### src/hw/tick_timer_pkg.sv
// constants shared by the periodic tick timer
package tick_timer_pkg;
  localparam int RELOAD_WIDTH = 24;
  localparam logic [RELOAD_WIDTH-1:0] COUNT_ZERO = 24'h000000;
  localparam logic [RELOAD_WIDTH-1:0] COUNT_ONE = 24'h000001;
  localparam logic [RELOAD_WIDTH-1:0] RELOAD_RESET = 24'h000000;
endpackage

### src/hw/tick_pending.sv
// pending flag for the tick interrupt request
`timescale 1ns/10ps
`default_nettype none
module tick_pending
(
  input wire logic clk,
  input wire logic reset,
  input wire logic setPulse,
  input wire logic clearPulse,
  output logic pending
);
  logic pending_reg;
  logic pending_next;

  always_comb
  begin
    // set wins so a tick in the clearing cycle is not lost
    pending_next = pending_reg;
    if (clearPulse)
    begin
      pending_next = 1'b0;
    end
    if (setPulse)
    begin
      pending_next = 1'b1;
    end
  end

  always_ff @(posedge clk)
  begin
    if (reset)
    begin
      pending_reg <= 1'b0;
    end
    else
    begin
      pending_reg <= pending_next;
    end
  end

  assign pending = pending_reg;
endmodule
`default_nettype wire

### src/hw/periodic_tick_timer.sv
// periodic down-counting tick timer with interrupt request
`timescale 1ns/10ps
`default_nettype none
module periodic_tick_timer
  import tick_timer_pkg::*;
#(
  parameter int WIDTH = RELOAD_WIDTH
)
(
  input wire logic clk,
  input wire logic reset,
  input wire logic tickEnable,
  input wire logic tickIntEnable,
  input wire logic [WIDTH-1:0] reloadWriteData,
  input wire logic reloadWrite,
  input wire logic currentWrite,
  input wire logic handlerEntry,
  output logic [WIDTH-1:0] reloadValue,
  output logic [WIDTH-1:0] currentValue,
  output logic tickPulse,
  output logic tickIrq
);

  // package constants brought to the counter width
  localparam logic [WIDTH-1:0] ZERO_VALUE = WIDTH'(COUNT_ZERO);
  localparam logic [WIDTH-1:0] ONE_VALUE = WIDTH'(COUNT_ONE);
  localparam logic [WIDTH-1:0] RESET_VALUE = WIDTH'(RELOAD_RESET);

  // what the counter does on one clock
  typedef enum logic [1:0]
  {
    STEP_HOLD = 2'b00,
    STEP_DOWN = 2'b01,
    STEP_WRAP = 2'b10,
    STEP_CLEAR = 2'b11
  } step_e;

  logic [WIDTH-1:0] reload_reg;
  logic [WIDTH-1:0] reload_next;
  logic [WIDTH-1:0] count_reg;
  logic [WIDTH-1:0] count_next;
  logic tick_reg;
  logic tick_next;
  logic atZero;
  step_e stepNow;
  logic tickSet;
  logic pending;

  function automatic logic is_zero
  (
    input logic [WIDTH-1:0] value
  );
    return value == ZERO_VALUE;
  endfunction

  function automatic logic [WIDTH-1:0] count_less_one
  (
    input logic [WIDTH-1:0] value
  );
    // only called away from zero, so no borrow out
    return value - ONE_VALUE;
  endfunction

  // clear beats counting so a write in a running cycle still lands
  function automatic step_e decode_step
  (
    input logic clearReq,
    input logic runReq,
    input logic isZero
  );
    step_e step;
    step = STEP_HOLD;
    if (clearReq)
    begin
      step = STEP_CLEAR;
    end
    else if (runReq)
    begin
      if (isZero)
      begin
        step = STEP_WRAP;
      end
      else
      begin
        step = STEP_DOWN;
      end
    end
    // disabled: hold, nothing reloads on enable
    return step;
  endfunction

  function automatic logic wraps_now
  (
    input step_e step
  );
    return step == STEP_WRAP;
  endfunction

  function automatic logic [WIDTH-1:0] count_after
  (
    input step_e step,
    input logic [WIDTH-1:0] count,
    input logic [WIDTH-1:0] reload
  );
    logic [WIDTH-1:0] result;
    result = count;
    case (step)
      STEP_CLEAR:
      begin
        result = ZERO_VALUE;
      end
      STEP_WRAP:
      begin
        // reload as it stands; a write this cycle waits for the next wrap
        result = reload;
      end
      STEP_DOWN:
      begin
        result = count_less_one(count);
      end
      default:
      begin
        result = count;
      end
    endcase
    return result;
  endfunction

  // reload group
  always_comb
  begin
    reload_next = reload_reg;
    if (reloadWrite)
    begin
      reload_next = reloadWriteData;
    end
  end

  always_ff @(posedge clk)
  begin
    if (reset)
    begin
      reload_reg <= RESET_VALUE;
    end
    else
    begin
      reload_reg <= reload_next;
    end
  end

  // step decode, shared by the count and tick groups
  always_comb
  begin
    atZero = is_zero(count_reg);
    stepNow = decode_step(currentWrite, tickEnable, atZero);
  end

  // count group
  always_comb
  begin
    count_next = count_after(stepNow, count_reg, reload_reg);
  end

  always_ff @(posedge clk)
  begin
    if (reset)
    begin
      count_reg <= ZERO_VALUE;
    end
    else
    begin
      count_reg <= count_next;
    end
  end

  // tick group: one pulse per wrap, so wraps are reload plus one apart
  always_comb
  begin
    tick_next = 1'b0;
    if (wraps_now(stepNow))
    begin
      tick_next = 1'b1;
    end
  end

  always_ff @(posedge clk)
  begin
    if (reset)
    begin
      tick_reg <= 1'b0;
    end
    else
    begin
      tick_reg <= tick_next;
    end
  end

  // a tick while masked is not remembered, so unmasking shows no stale request
  assign tickSet = tick_reg & tickIntEnable;

  tick_pending tick_pending_i
  (
    .clk(clk),
    .reset(reset),
    .setPulse(tickSet),
    .clearPulse(handlerEntry),
    .pending(pending)
  );

  // data outputs straight from the registers
  assign reloadValue = reload_reg;
  assign currentValue = count_reg;
  assign tickPulse = tick_reg;
  // masking hides the request but the pending flag survives
  assign tickIrq = pending & tickIntEnable;
endmodule
`default_nettype wire

### config.mk
export PLATFORM = sky130hd
export DESIGN_NAME = periodic_tick_timer
export DESIGN_NICKNAME = d
export VERILOG_FILES = /design/src/hw/tick_timer_pkg.sv /design/src/hw/tick_pending.sv /design/src/hw/periodic_tick_timer.sv
export SDC_FILE = /design/constraint.sdc
export NUM_CORES = 1
export LEC_CHECK = 0
export ABC_AREA = 1
export BUFFER_PORTS_ARGS = -buffer_cell sky130_fd_sc_hd__buf_4
export CORE_UTILIZATION = 53
export DETAILED_ROUTE_END_ITERATION = 6
export PLACE_DENSITY = 0.79
export SYNTH_ARGS = -nofsm -noshare
export SYNTH_HDL_FRONTEND = slang
export SYNTH_HIERARCHICAL = 1
export SYNTH_SLANG_ARGS = --single-unit
### constraint.sdc
create_clock -name clk -period 2.1 [get_ports clk]
set_input_delay 0.42 -clock clk [delete_from_list [all_inputs] [get_ports clk]]
set_output_delay 0.42 -clock clk [all_outputs]
set_load 0.01 [all_outputs]
Word-level counts from Yosys, hierarchy flattened --
Index checks and enable logic that the tools add are counted.
Storage, ports and cells: bits in registers 50, word-level logic and storage cells 20, input port bits 31, output and inout bits 50
Cells by class: add/subtract/negate cells 1, reduce and logical (&&, ||, !) cells 3, bitwise gates (word level) 2, eq/ne operators 3, mux-type cells 7
Operators with widths (count):
- case mux 24 bit (3 select lines) | 1
- logical NOT 24 bit | 1
- subtractor 24 x 1 -> 24 bit, second input constant | 1
- two-way mux 2 bit | 3
- == test 2 bit, second input constant | 2
- two-way mux 1 bit | 3
- nonzero test 3 bit | 1
- AND 1 bit | 2
- == test 2 x 1 -> 1 bit, second input constant | 1
- nonzero test 2 bit | 1

Logic depth before layout (Yosys ltp) --
Gate-level depths: netlist (run 1).
depth after elaboration 6, gate-level depth with buffers 11, mapped depth without buffers 11

By module --
The synthesis (run 1) kept the hierarchy.
By module, submodules not included:
- periodic_tick_timer | sequential area each 980.9 µm², cells each 447, area each 2885.3 µm², instances 1
- tick_pending | sequential area each 20.0 µm², cells each 5, area each 40.0 µm², instances 1

Worst setup path before layout (run 1) --
Ideal clock, no wire load.
kind register to register, start register count_reg[0], in the netlist currentValue[0], end register count_reg[13], in the netlist currentValue[13], arrival time 1463 ps, required time 1972 ps, slack 509 ps, period minus slack after synthesis 1591 ps, path buffers 1, setup time 128 ps, stages on the path, launching flop included 11, path through dfxtp_1 > inv_1 > ha_1 > nand3_1 > nor2_2 > nand3_4 > nand2_4 > buf_12 > nor2_2 > nor2_1 > nor2_1
On the way: longest elaborated chain between the ends 6, elaborated cells between the ends (all ways) 10, classes of those cells add/sub: 1; eq/ne: 3; mux: 4; reduce/logical: 2
RTL lines:
- from (decl) | RTL line periodic_tick_timer.sv:40 | logic [WIDTH-1:0] count_reg;
- from (signal assigned) | RTL line periodic_tick_timer.sv:172 | count_reg <= count_next;
- parallel branches: the longest is 6 deep, another holds subtractor 24 x 1 -> 24 bit
Parallel ways; which one is timed is not known. A chain may end at the register's enable or synchronous reset.

Worst setup path after layout (run 1) --
start register count_reg[0], in the netlist currentValue[0], end register count_reg[17], in the netlist currentValue[17]
The elaborated chain is that of the path after synthesis.

==> results by group, run 1 <==
Outcome
  – Status: finished, final reports clean

Synth
  – Mapped Cells: 452
  – Area of the mapped netlist: 0.00293 mm²
  – Async SR Flop Fraction: 0
  – Cell taking the most area after synthesis: dfxtp_1
  – Unique masters post-synth: 30
  – Top-area cell type share of the netlist area: 0.342
  – Synthesized net count: 485
  – Main synth FF type: dfxtp_1
  – Warnings from Yosys: 6
  – Sequential area share after synthesis: 0.342
  – Synth area leaders: dfxtp_1, nand2_1, nor2_1
  – Syn avg cell area: 6.47 µm²
  – Number of enable flip-flop cells after synthesis: 0
  – Register bit total from synthesis: 50

GRT
  – Grt total ovfl: 0
  – Tot GR Track Use: 0.291
  – Number of global-route vias before repair: 2896
  – First-pass GRT wire length: 13.6 mm
  – Met3 usage: 0.0395
  – Met1 Usage GRT: 0.406
  – Antenna violations before repair: 0
  – GR peak layer: met2
  – Met2 Use GR: 0.460
  – Largest net degree at the start of global routing: 32

Critical path
  – Critical path depth: 9
  – R2r setup slk: 0.27 ns
  – Reg2reg end: currentValue[17]$_SDFFE_PP0P_
  – Worst r2r path cells: 9
  – CP Launch Type: flop
  – Worst Path Arrival: 2.03 ns
  – CP delay by family, top: simple AND/OR/NAND/NOR gates
  – Crit path to: currentValue[17]$_SDFFE_PP0P_
  – Crit path buf inv count: 1
  – WS Path Type: flop to flop
  – Crit end category: flop
  – Critical Path Start: currentValue[0]$_SDFFE_PP0P_
  – CP most frequent cell: nor2_1
  – Worst reg2reg path startpoint: currentValue[0]$_SDFFE_PP0P_
  – CP cell instances: inv_1, ha_1, nand3_1, nor2_2, nand3_4, nand2_4, nor2_1, nor2_1, nor2_1
  – Req. time, crit path: 2.31 ns
  – CP max stage cell: dfxtp_1
  – Max FO, Critical Path: 16
  – Critical path's largest stage delay: 0.32 ns

Die
  – Cell Rows: 26
  – Initial Util: 0.562
  – Core Area: 0.00520 mm²
  – # IOs: 81
  – Width of the die: 76.3 µm
  – DIE AREA: 0.00582 mm²
  – Die height: 76.3 µm

STA
  – Final setup fails: 0
  – Final Cycle Share: 0.869
  – Final Hold Vio Count: 0
  – Setup Skew: 0.00666 ns
  – Max Clk Rate: 548 MHz
  – Worst Tran Pin Value: 0.667 ns
  – Min Clock Period, post-route: 1.83 ns
  – Setup TNS: 0 ns
  – RSZ-0062 raised after global routing: no
  – Final slew viol count: 0
  – Max-slew headroom: 0.555

Route
  – 1st-iter DRT viols: 192
  – Via count: 3075
  – First-pass iteration count of the detailed router: 5
  – Post-route DRC: 0
  – Antenna viol nets, final: 0
  – WL/cell: 13.3 µm
  – Total Wirelength: 8.00 mm
  – DR vias/cell: 5.11

Clock tree
  – Clock transition at path regs: 0.10 ns
  – CTS tree: yes
  – Post CTS Setup Buffer Count: 0
  – Clk Latency, worst-skew pair: 0.31 ns
  – Root Buffer: clkbuf_8
  – H-tree levels: 2
  – Clk sink count: 50
  – CTS hold repair buffers: 0
  – CTS Buf Count: 5
  – # resized after CTS: 0
  – Longest Clk Path Bufs: 2

Place
  – Port Buffers: 80
  – Routability cong.: 0.962
  – Cells after DPL: 594
  – Post-DP HPWL: 5.99 mm

Final layout
  – # diodes: 0
  – Final design utilization: 0.709
  – Commonest non-fill, non-tap cell in the layout: nand2_1
  – Commonest non-fill, non-tap cells in the layout: nand2_1, nor2_1, buf_4
  – Non-Filler Instances: 602
  – Final nets: 564
  – Fill cells: 460
  – Layout cell share with drive strength beyond 1: 0.263
  – Area Growth Syn to Fin: 26.2%

Flow run
  – Max Cap Viol: 0

Hold path
  – Hold/Removal Path Class: input pin to flop
==> synthesized netlist by cell type (all sizes together) (2+ instances only) <==
| master | n |
|---|---|
| a21oi | 6 |
| a31oi | 3 |
| buf | 4 |
| clkbuf | 11 |
| dfxtp | 50 |
| ha | 2 |
| inv | 35 |
| nand2 | 120 |
| nand3 | 41 |
| nand3b | 5 |
| nand4 | 7 |
| nor2 | 133 |
| o21ai | 28 |
| xnor2 | 2 |
| xor2 | 2 |
==> worst min-delay path, stage by stage <==
cell	delay, ns
buf_4	0.08
nor2_1	0.03
nor2_1	0.08
==> kinds of logic (layout without fill, tap and decap cells) <==
| family | count (synthesis) | in the layout | synth area share |
|---|---|---|---|
| compound gates | 38 | 38 | 0.0714 |
| xor+xnor | 4 | 4 | 0.0120 |
| buf+inv | 50 | 130 | 0.0740 |
| flops | 50 | 50 | 0.342 |
| fa+ha+maj | 2 | 2 | 0.00855 |
| simple gates | 308 | 308 | 0.492 |
==> how the worst min path moves through the flow <==
stage                                              from                             endpoint  depth (start not counted)
CTS                                 reloadWriteData[12]         reloadValue[12]$_SDFFE_PP0P_                          3
finish                               reloadWriteData[8]          reloadValue[8]$_SDFFE_PP0P_                          3
global placement            reloadValue[1]$_SDFFE_PP0P_         currentValue[1]$_SDFFE_PP0P_                          2
detailed placement          reloadValue[0]$_SDFFE_PP0P_         currentValue[0]$_SDFFE_PP0P_                          2
floorplan           tick_pending_i/pending$_SDFFE_PP0P_  tick_pending_i/pending$_SDFFE_PP0P_                          2
global route                        reloadWriteData[14]         reloadValue[14]$_SDFFE_PP0P_                          3
==> stage by stage <==
step | area [µm²] | worst slack [ns] | hold slack, ns
finish | 3690 | 0.275 | 0.327
CTS | 3690 | 0.292 | 0.326
global placement | 3580 | 0.387 | 0.466
global route | 3690 | 0.103 | 0.330
detailed placement | 3580 | 0.311 | 0.463
floorplan | 2930 | 0.509 | 0.441
==> per-layer routing <==
metal  vias up  wire (µm)
li1       1577          -
met1      1367       3740
met2       121       3630
met3        10        538
met4         0         83
met5         -          0
==> final cells by class <==
type                            instances  area (µm²)  share of cell area
Multi-Input combinational cell        352        1710               0.463
Clock buffer                            6        72.6              0.0197
Sequential cell                        50        1000               0.271
Inverter                               35         131              0.0356
Timing Repair Buffer                   87         653               0.177
Tap cell                               70        87.6              0.0237
Clock inverter                          2        37.5              0.0102
Power of run 1 is left out: the tool's default activity adds up to more than one toggle a clock period on the data nets, which glitch-free logic cannot reach.
==> run 2: changes to the inputs <==
--- a/config.mk
+++ b/config.mk
@@ -7,10 +7,9 @@
 export LEC_CHECK = 0
 export ABC_AREA = 1
 export BUFFER_PORTS_ARGS = -buffer_cell sky130_fd_sc_hd__buf_4
-export CORE_UTILIZATION = 53
+export CORE_UTILIZATION = 52
 export DETAILED_ROUTE_END_ITERATION = 6
-export PLACE_DENSITY = 0.79
+export PLACE_DENSITY = 0.78
 export SYNTH_ARGS = -nofsm -noshare
 export SYNTH_HDL_FRONTEND = slang
-export SYNTH_HIERARCHICAL = 1
 export SYNTH_SLANG_ARGS = --single-unit
==> run 2 against run 1 <==
Net effect:
- clock-buffer cell count is the same
- worst setup slack gained 0.050 ns
- non-clock buffer count grew 4
- clock skew grew 0.0042 ns
- sequential share of layout area grew 0.43 points
- via count grew 3.3%
- flip-flop and latch count is the same
- synthesized cell count grew 1.5%
- synthesized area shrank 3.3%
- maximum frequency grew 2.8%
- first-iteration DRC count grew 24%
- global-route usage grew 1.4 points
==> results by group, run 2 <==
Synth
  – Dominant cell by count in the synthesized netlist: nor2_1
  – Area of the mapped netlist: 0.00283 mm² (-3.3%)
  – Post-Synth XOR/XNOR Area: 0.0124 (+0.000408)
  – Post-synthesis mux area share: 0 (unchanged)
  – Adder-Cell Fraction of Synth Area: 0.00885 (+0.000291)
  – Cell taking the most area after synthesis: dfxtp_1
  – Register bit total from synthesis: 50 (unchanged)
  – Mapped Cells: 459 (+1.5%)
  – Synth Area in Simple Gates: 0.468 (-0.0239)
  – Synth area leaders: dfxtp_1, nor2_1, nand2_1
  – Main synth FF type: dfxtp_1
  – Fraction of the mapped netlist area in compound gates: 0.0743 (+0.00287)
  – Async SR Flop Fraction: 0 (unchanged)
  – Combinational family with the most area after synthesis: simple AND/OR/NAND/NOR gates
  – Synth cell count leaders: nor2_1, nand2_1, dfxtp_1
  – Sequential area share after synthesis: 0.354 (+0.0117)
  – Synthesized net count: 492 (+1.4%)
  – Top-area cell type share of the netlist area: 0.354 (+0.0117)
  – Syn avg cell area: 6.16 µm² (-4.8%)
  – Unique masters post-synth: 26 (-13%)
  – Number of enable flip-flop cells after synthesis: 0 (unchanged)
  – Warnings from Yosys: 0 (-6)

Clock tree
  – Clk sink count: 50 (unchanged)
  – Clk Latency, worst-skew pair: 0.31 ns (about the same)
  – CTS Buf Count: 5 (unchanged)
  – CTS hold repair buffers: 0 (unchanged)
  – Longest Clk Path Bufs: 2 (unchanged)
  – Clock transition at path regs: 0.10 ns (about the same)
  – # resized after CTS: 0 (unchanged)
  – CTS tree: yes
  – H-tree levels: 2 (unchanged)
  – Root Buffer: clkbuf_8
  – Post CTS Setup Buffer Count: 0 (unchanged)

Hold path
  – Hold/Removal Path Class: input pin to flop
  – Hold path depth: 3 (unchanged)

Critical path
  – CP max stage cell: nor3_2
  – Critical path depth: 9 (unchanged)
  – Critical path's largest stage delay: 0.41 ns (+0.09 ns)
  – CP most frequent cell: nor2_1
  – Crit end category: flop
  – Worst r2r path cells: 9 (unchanged)
  – Max FO, Critical Path: 5 (-11)
  – CP Launch Type: flop
  – Crit path to: currentValue[12]$_SDFFE_PP0P_
  – WS Path Type: flop to flop
  – Critical Path Start: currentValue[0]$_SDFFE_PP0P_
  – CP delay by family, top: simple AND/OR/NAND/NOR gates
  – Req. time, crit path: 2.36 ns (+0.05 ns)
  – Worst reg2reg path startpoint: currentValue[0]$_SDFFE_PP0P_
  – Crit path buf inv count: 2 (+1)
  – Worst Path Arrival: 2.03 ns (about the same)
  – Reg2reg end: currentValue[12]$_SDFFE_PP0P_
  – CP cell instances: inv_1, ha_1, nand3_1, nor3_2, buf_4, nand4_1, nand2_1, nor2_1, nor2_1
  – R2r setup slk: 0.32 ns (+0.05 ns)

Die
  – Core Area: 0.00517 mm² (-0.62%)
  – Cell Rows: 26 (unchanged)
  – # IOs: 81 (unchanged)
  – DIE AREA: 0.00574 mm² (-1.4%)
  – Die height: 75.8 µm (-0.69%)
  – Initial Util: 0.547 (-0.0151)
  – Width of the die: 75.8 µm (-0.69%)

Route
  – Post-route DRC: 0 (unchanged)
  – Antenna viol nets, final: 0 (unchanged)
  – Total Wirelength: 8.37 mm (+4.6%)
  – DR vias/cell: 5.17 (+1.3%)
  – Via count: 3176 (+3.3%)
  – WL/cell: 13.6 µm (+2.6%)
  – 1st-iter DRT viols: 238 (+24%)
  – First-pass iteration count of the detailed router: 4 (-1)

STA
  – Worst Tran Pin Value: 0.596 ns (-0.0710 ns)
  – Setup Skew: 0.0108 ns (+0.00415 ns)
  – RSZ-0062 raised after global routing: no
  – Final Hold Vio Count: 0 (unchanged)
  – Max Clk Rate: 563 MHz (+2.8%)
  – Min Clock Period, post-route: 1.78 ns (-0.0498 ns)
  – Final slew viol count: 0 (unchanged)
  – Final setup fails: 0 (unchanged)
  – Setup TNS: 0 ns (unchanged)
  – Max-slew headroom: 0.602 (+0.0464)
  – Final Cycle Share: 0.846 (-0.0237)

Final layout
  – Commonest non-fill, non-tap cell in the layout: nor2_1
  – Final nets: 576 (+2.1%)
  – Commonest non-fill, non-tap cells in the layout: nor2_1, nand2_1, buf_4
  – # diodes: 0 (unchanged)
  – Area Growth Syn to Fin: 28.4%
  – Storage cell area: 0.00100 mm² (unchanged)
  – Fill cells: 469 (+2.0%)
  – Multi-input gate area: 0.00159 mm² (-6.7%)
  – Layout cell share with drive strength beyond 1: 0.217 (-0.0462)

Flow run
  – Max Cap Viol: 0 (unchanged)

GRT
  – Largest net degree at the start of global routing: 30 (-6.3%)
  – First-pass GRT wire length: 13.1 mm (-4.1%)
  – Tot GR Track Use: 0.305 (+0.0138)
  – Grt total ovfl: 0 (unchanged)
  – Antenna violations before repair: 0 (unchanged)
  – Number of global-route vias before repair: 2740 (-5.4%)

Outcome
  – Status: finished, final reports clean

Place
  – Port Buffers: 80 (unchanged)
  – Post-DP HPWL: 6.29 mm (+4.9%)
  – Routability cong.: 1.02 (+6.2%)
-- run 2: cell families (layout without fill, tap and decap cells) --
family | Yosys count | in the layout
flops | 50 | 50
xor+xnor | 4 | 4
buf+inv | 56 | 141
compound gates | 42 | 42
fa+ha+maj | 2 | 2
simple gates | 305 | 305
-- run 2: worst min path at each step --
stage	endpoint	slack, ns	start
2_1_floorplan	tick_pending_i.pending$_SDFFE_PP0P_	0.44	tick_pending_i.pending$_SDFFE_PP0P_
3_3_place_gp	tick_pending_i.pending$_SDFFE_PP0P_	0.45	tick_pending_i.pending$_SDFFE_PP0P_
3_5_place_dp	tick_pending_i.pending$_SDFFE_PP0P_	0.45	tick_pending_i.pending$_SDFFE_PP0P_
4_1_cts	reloadValue[8]$_SDFFE_PP0P_	0.34	reloadWriteData[8]
5_1_grt	reloadValue[14]$_SDFFE_PP0P_	0.34	reloadWriteData[14]
6_report	reloadValue[9]$_SDFFE_PP0P_	0.34	reloadWriteData[9]
-- run 2: cell type report --
type / count / share of cell area
clock buffers: 6 / 0.0200
clock inverters: 2 / 0.0103
inverters: 42 / 0.0434
multi-input cells: 353 / 0.439
flip-flops and latches: 50 / 0.275
well taps: 70 / 0.0241
repair buffers: 91 / 0.188
-- run 2: through the flow --
step | cell area, µm² | cells | hold WS (ns) | setup WS [ns] | utilization
finish | 3630 | 614 | 0.336 | 0.324 | 0.702
global route | 3630 | 614 | 0.343 | 0.0842 | 0.702
CTS | 3630 | 614 | 0.336 | 0.344 | 0.702
detailed placement | 3520 | 606 | 0.453 | 0.382 | 0.681
global placement | 3520 | 606 | 0.450 | 0.354 | 0.681
floorplan | 2830 | 459 | 0.439 | 0.605 | -
-- run 2: metal layers --
metal,wire length (µm),part of all wire,global-route usage,vias up
met5,0,0,0,-
met4,133,0.016,0.0720,0
met3,503,0.060,0.0608,12
met2,3800,0.45,0.493,107
met1,3930,0.47,0.419,1454
li1,-,-,-,1603
-- run 2: worst register-to-register path, cell delays in order, from the launching register on --
cell	delay (ns)
dfxtp_1	0.35
inv_1	0.11
ha_1	0.19
nand3_1	0.09
nor3_2	0.41
buf_4	0.21
nand4_1	0.15
nand2_1	0.10
nor2_1	0.04
nor2_1	0.07
Power of run 2 is left out for the same reason.
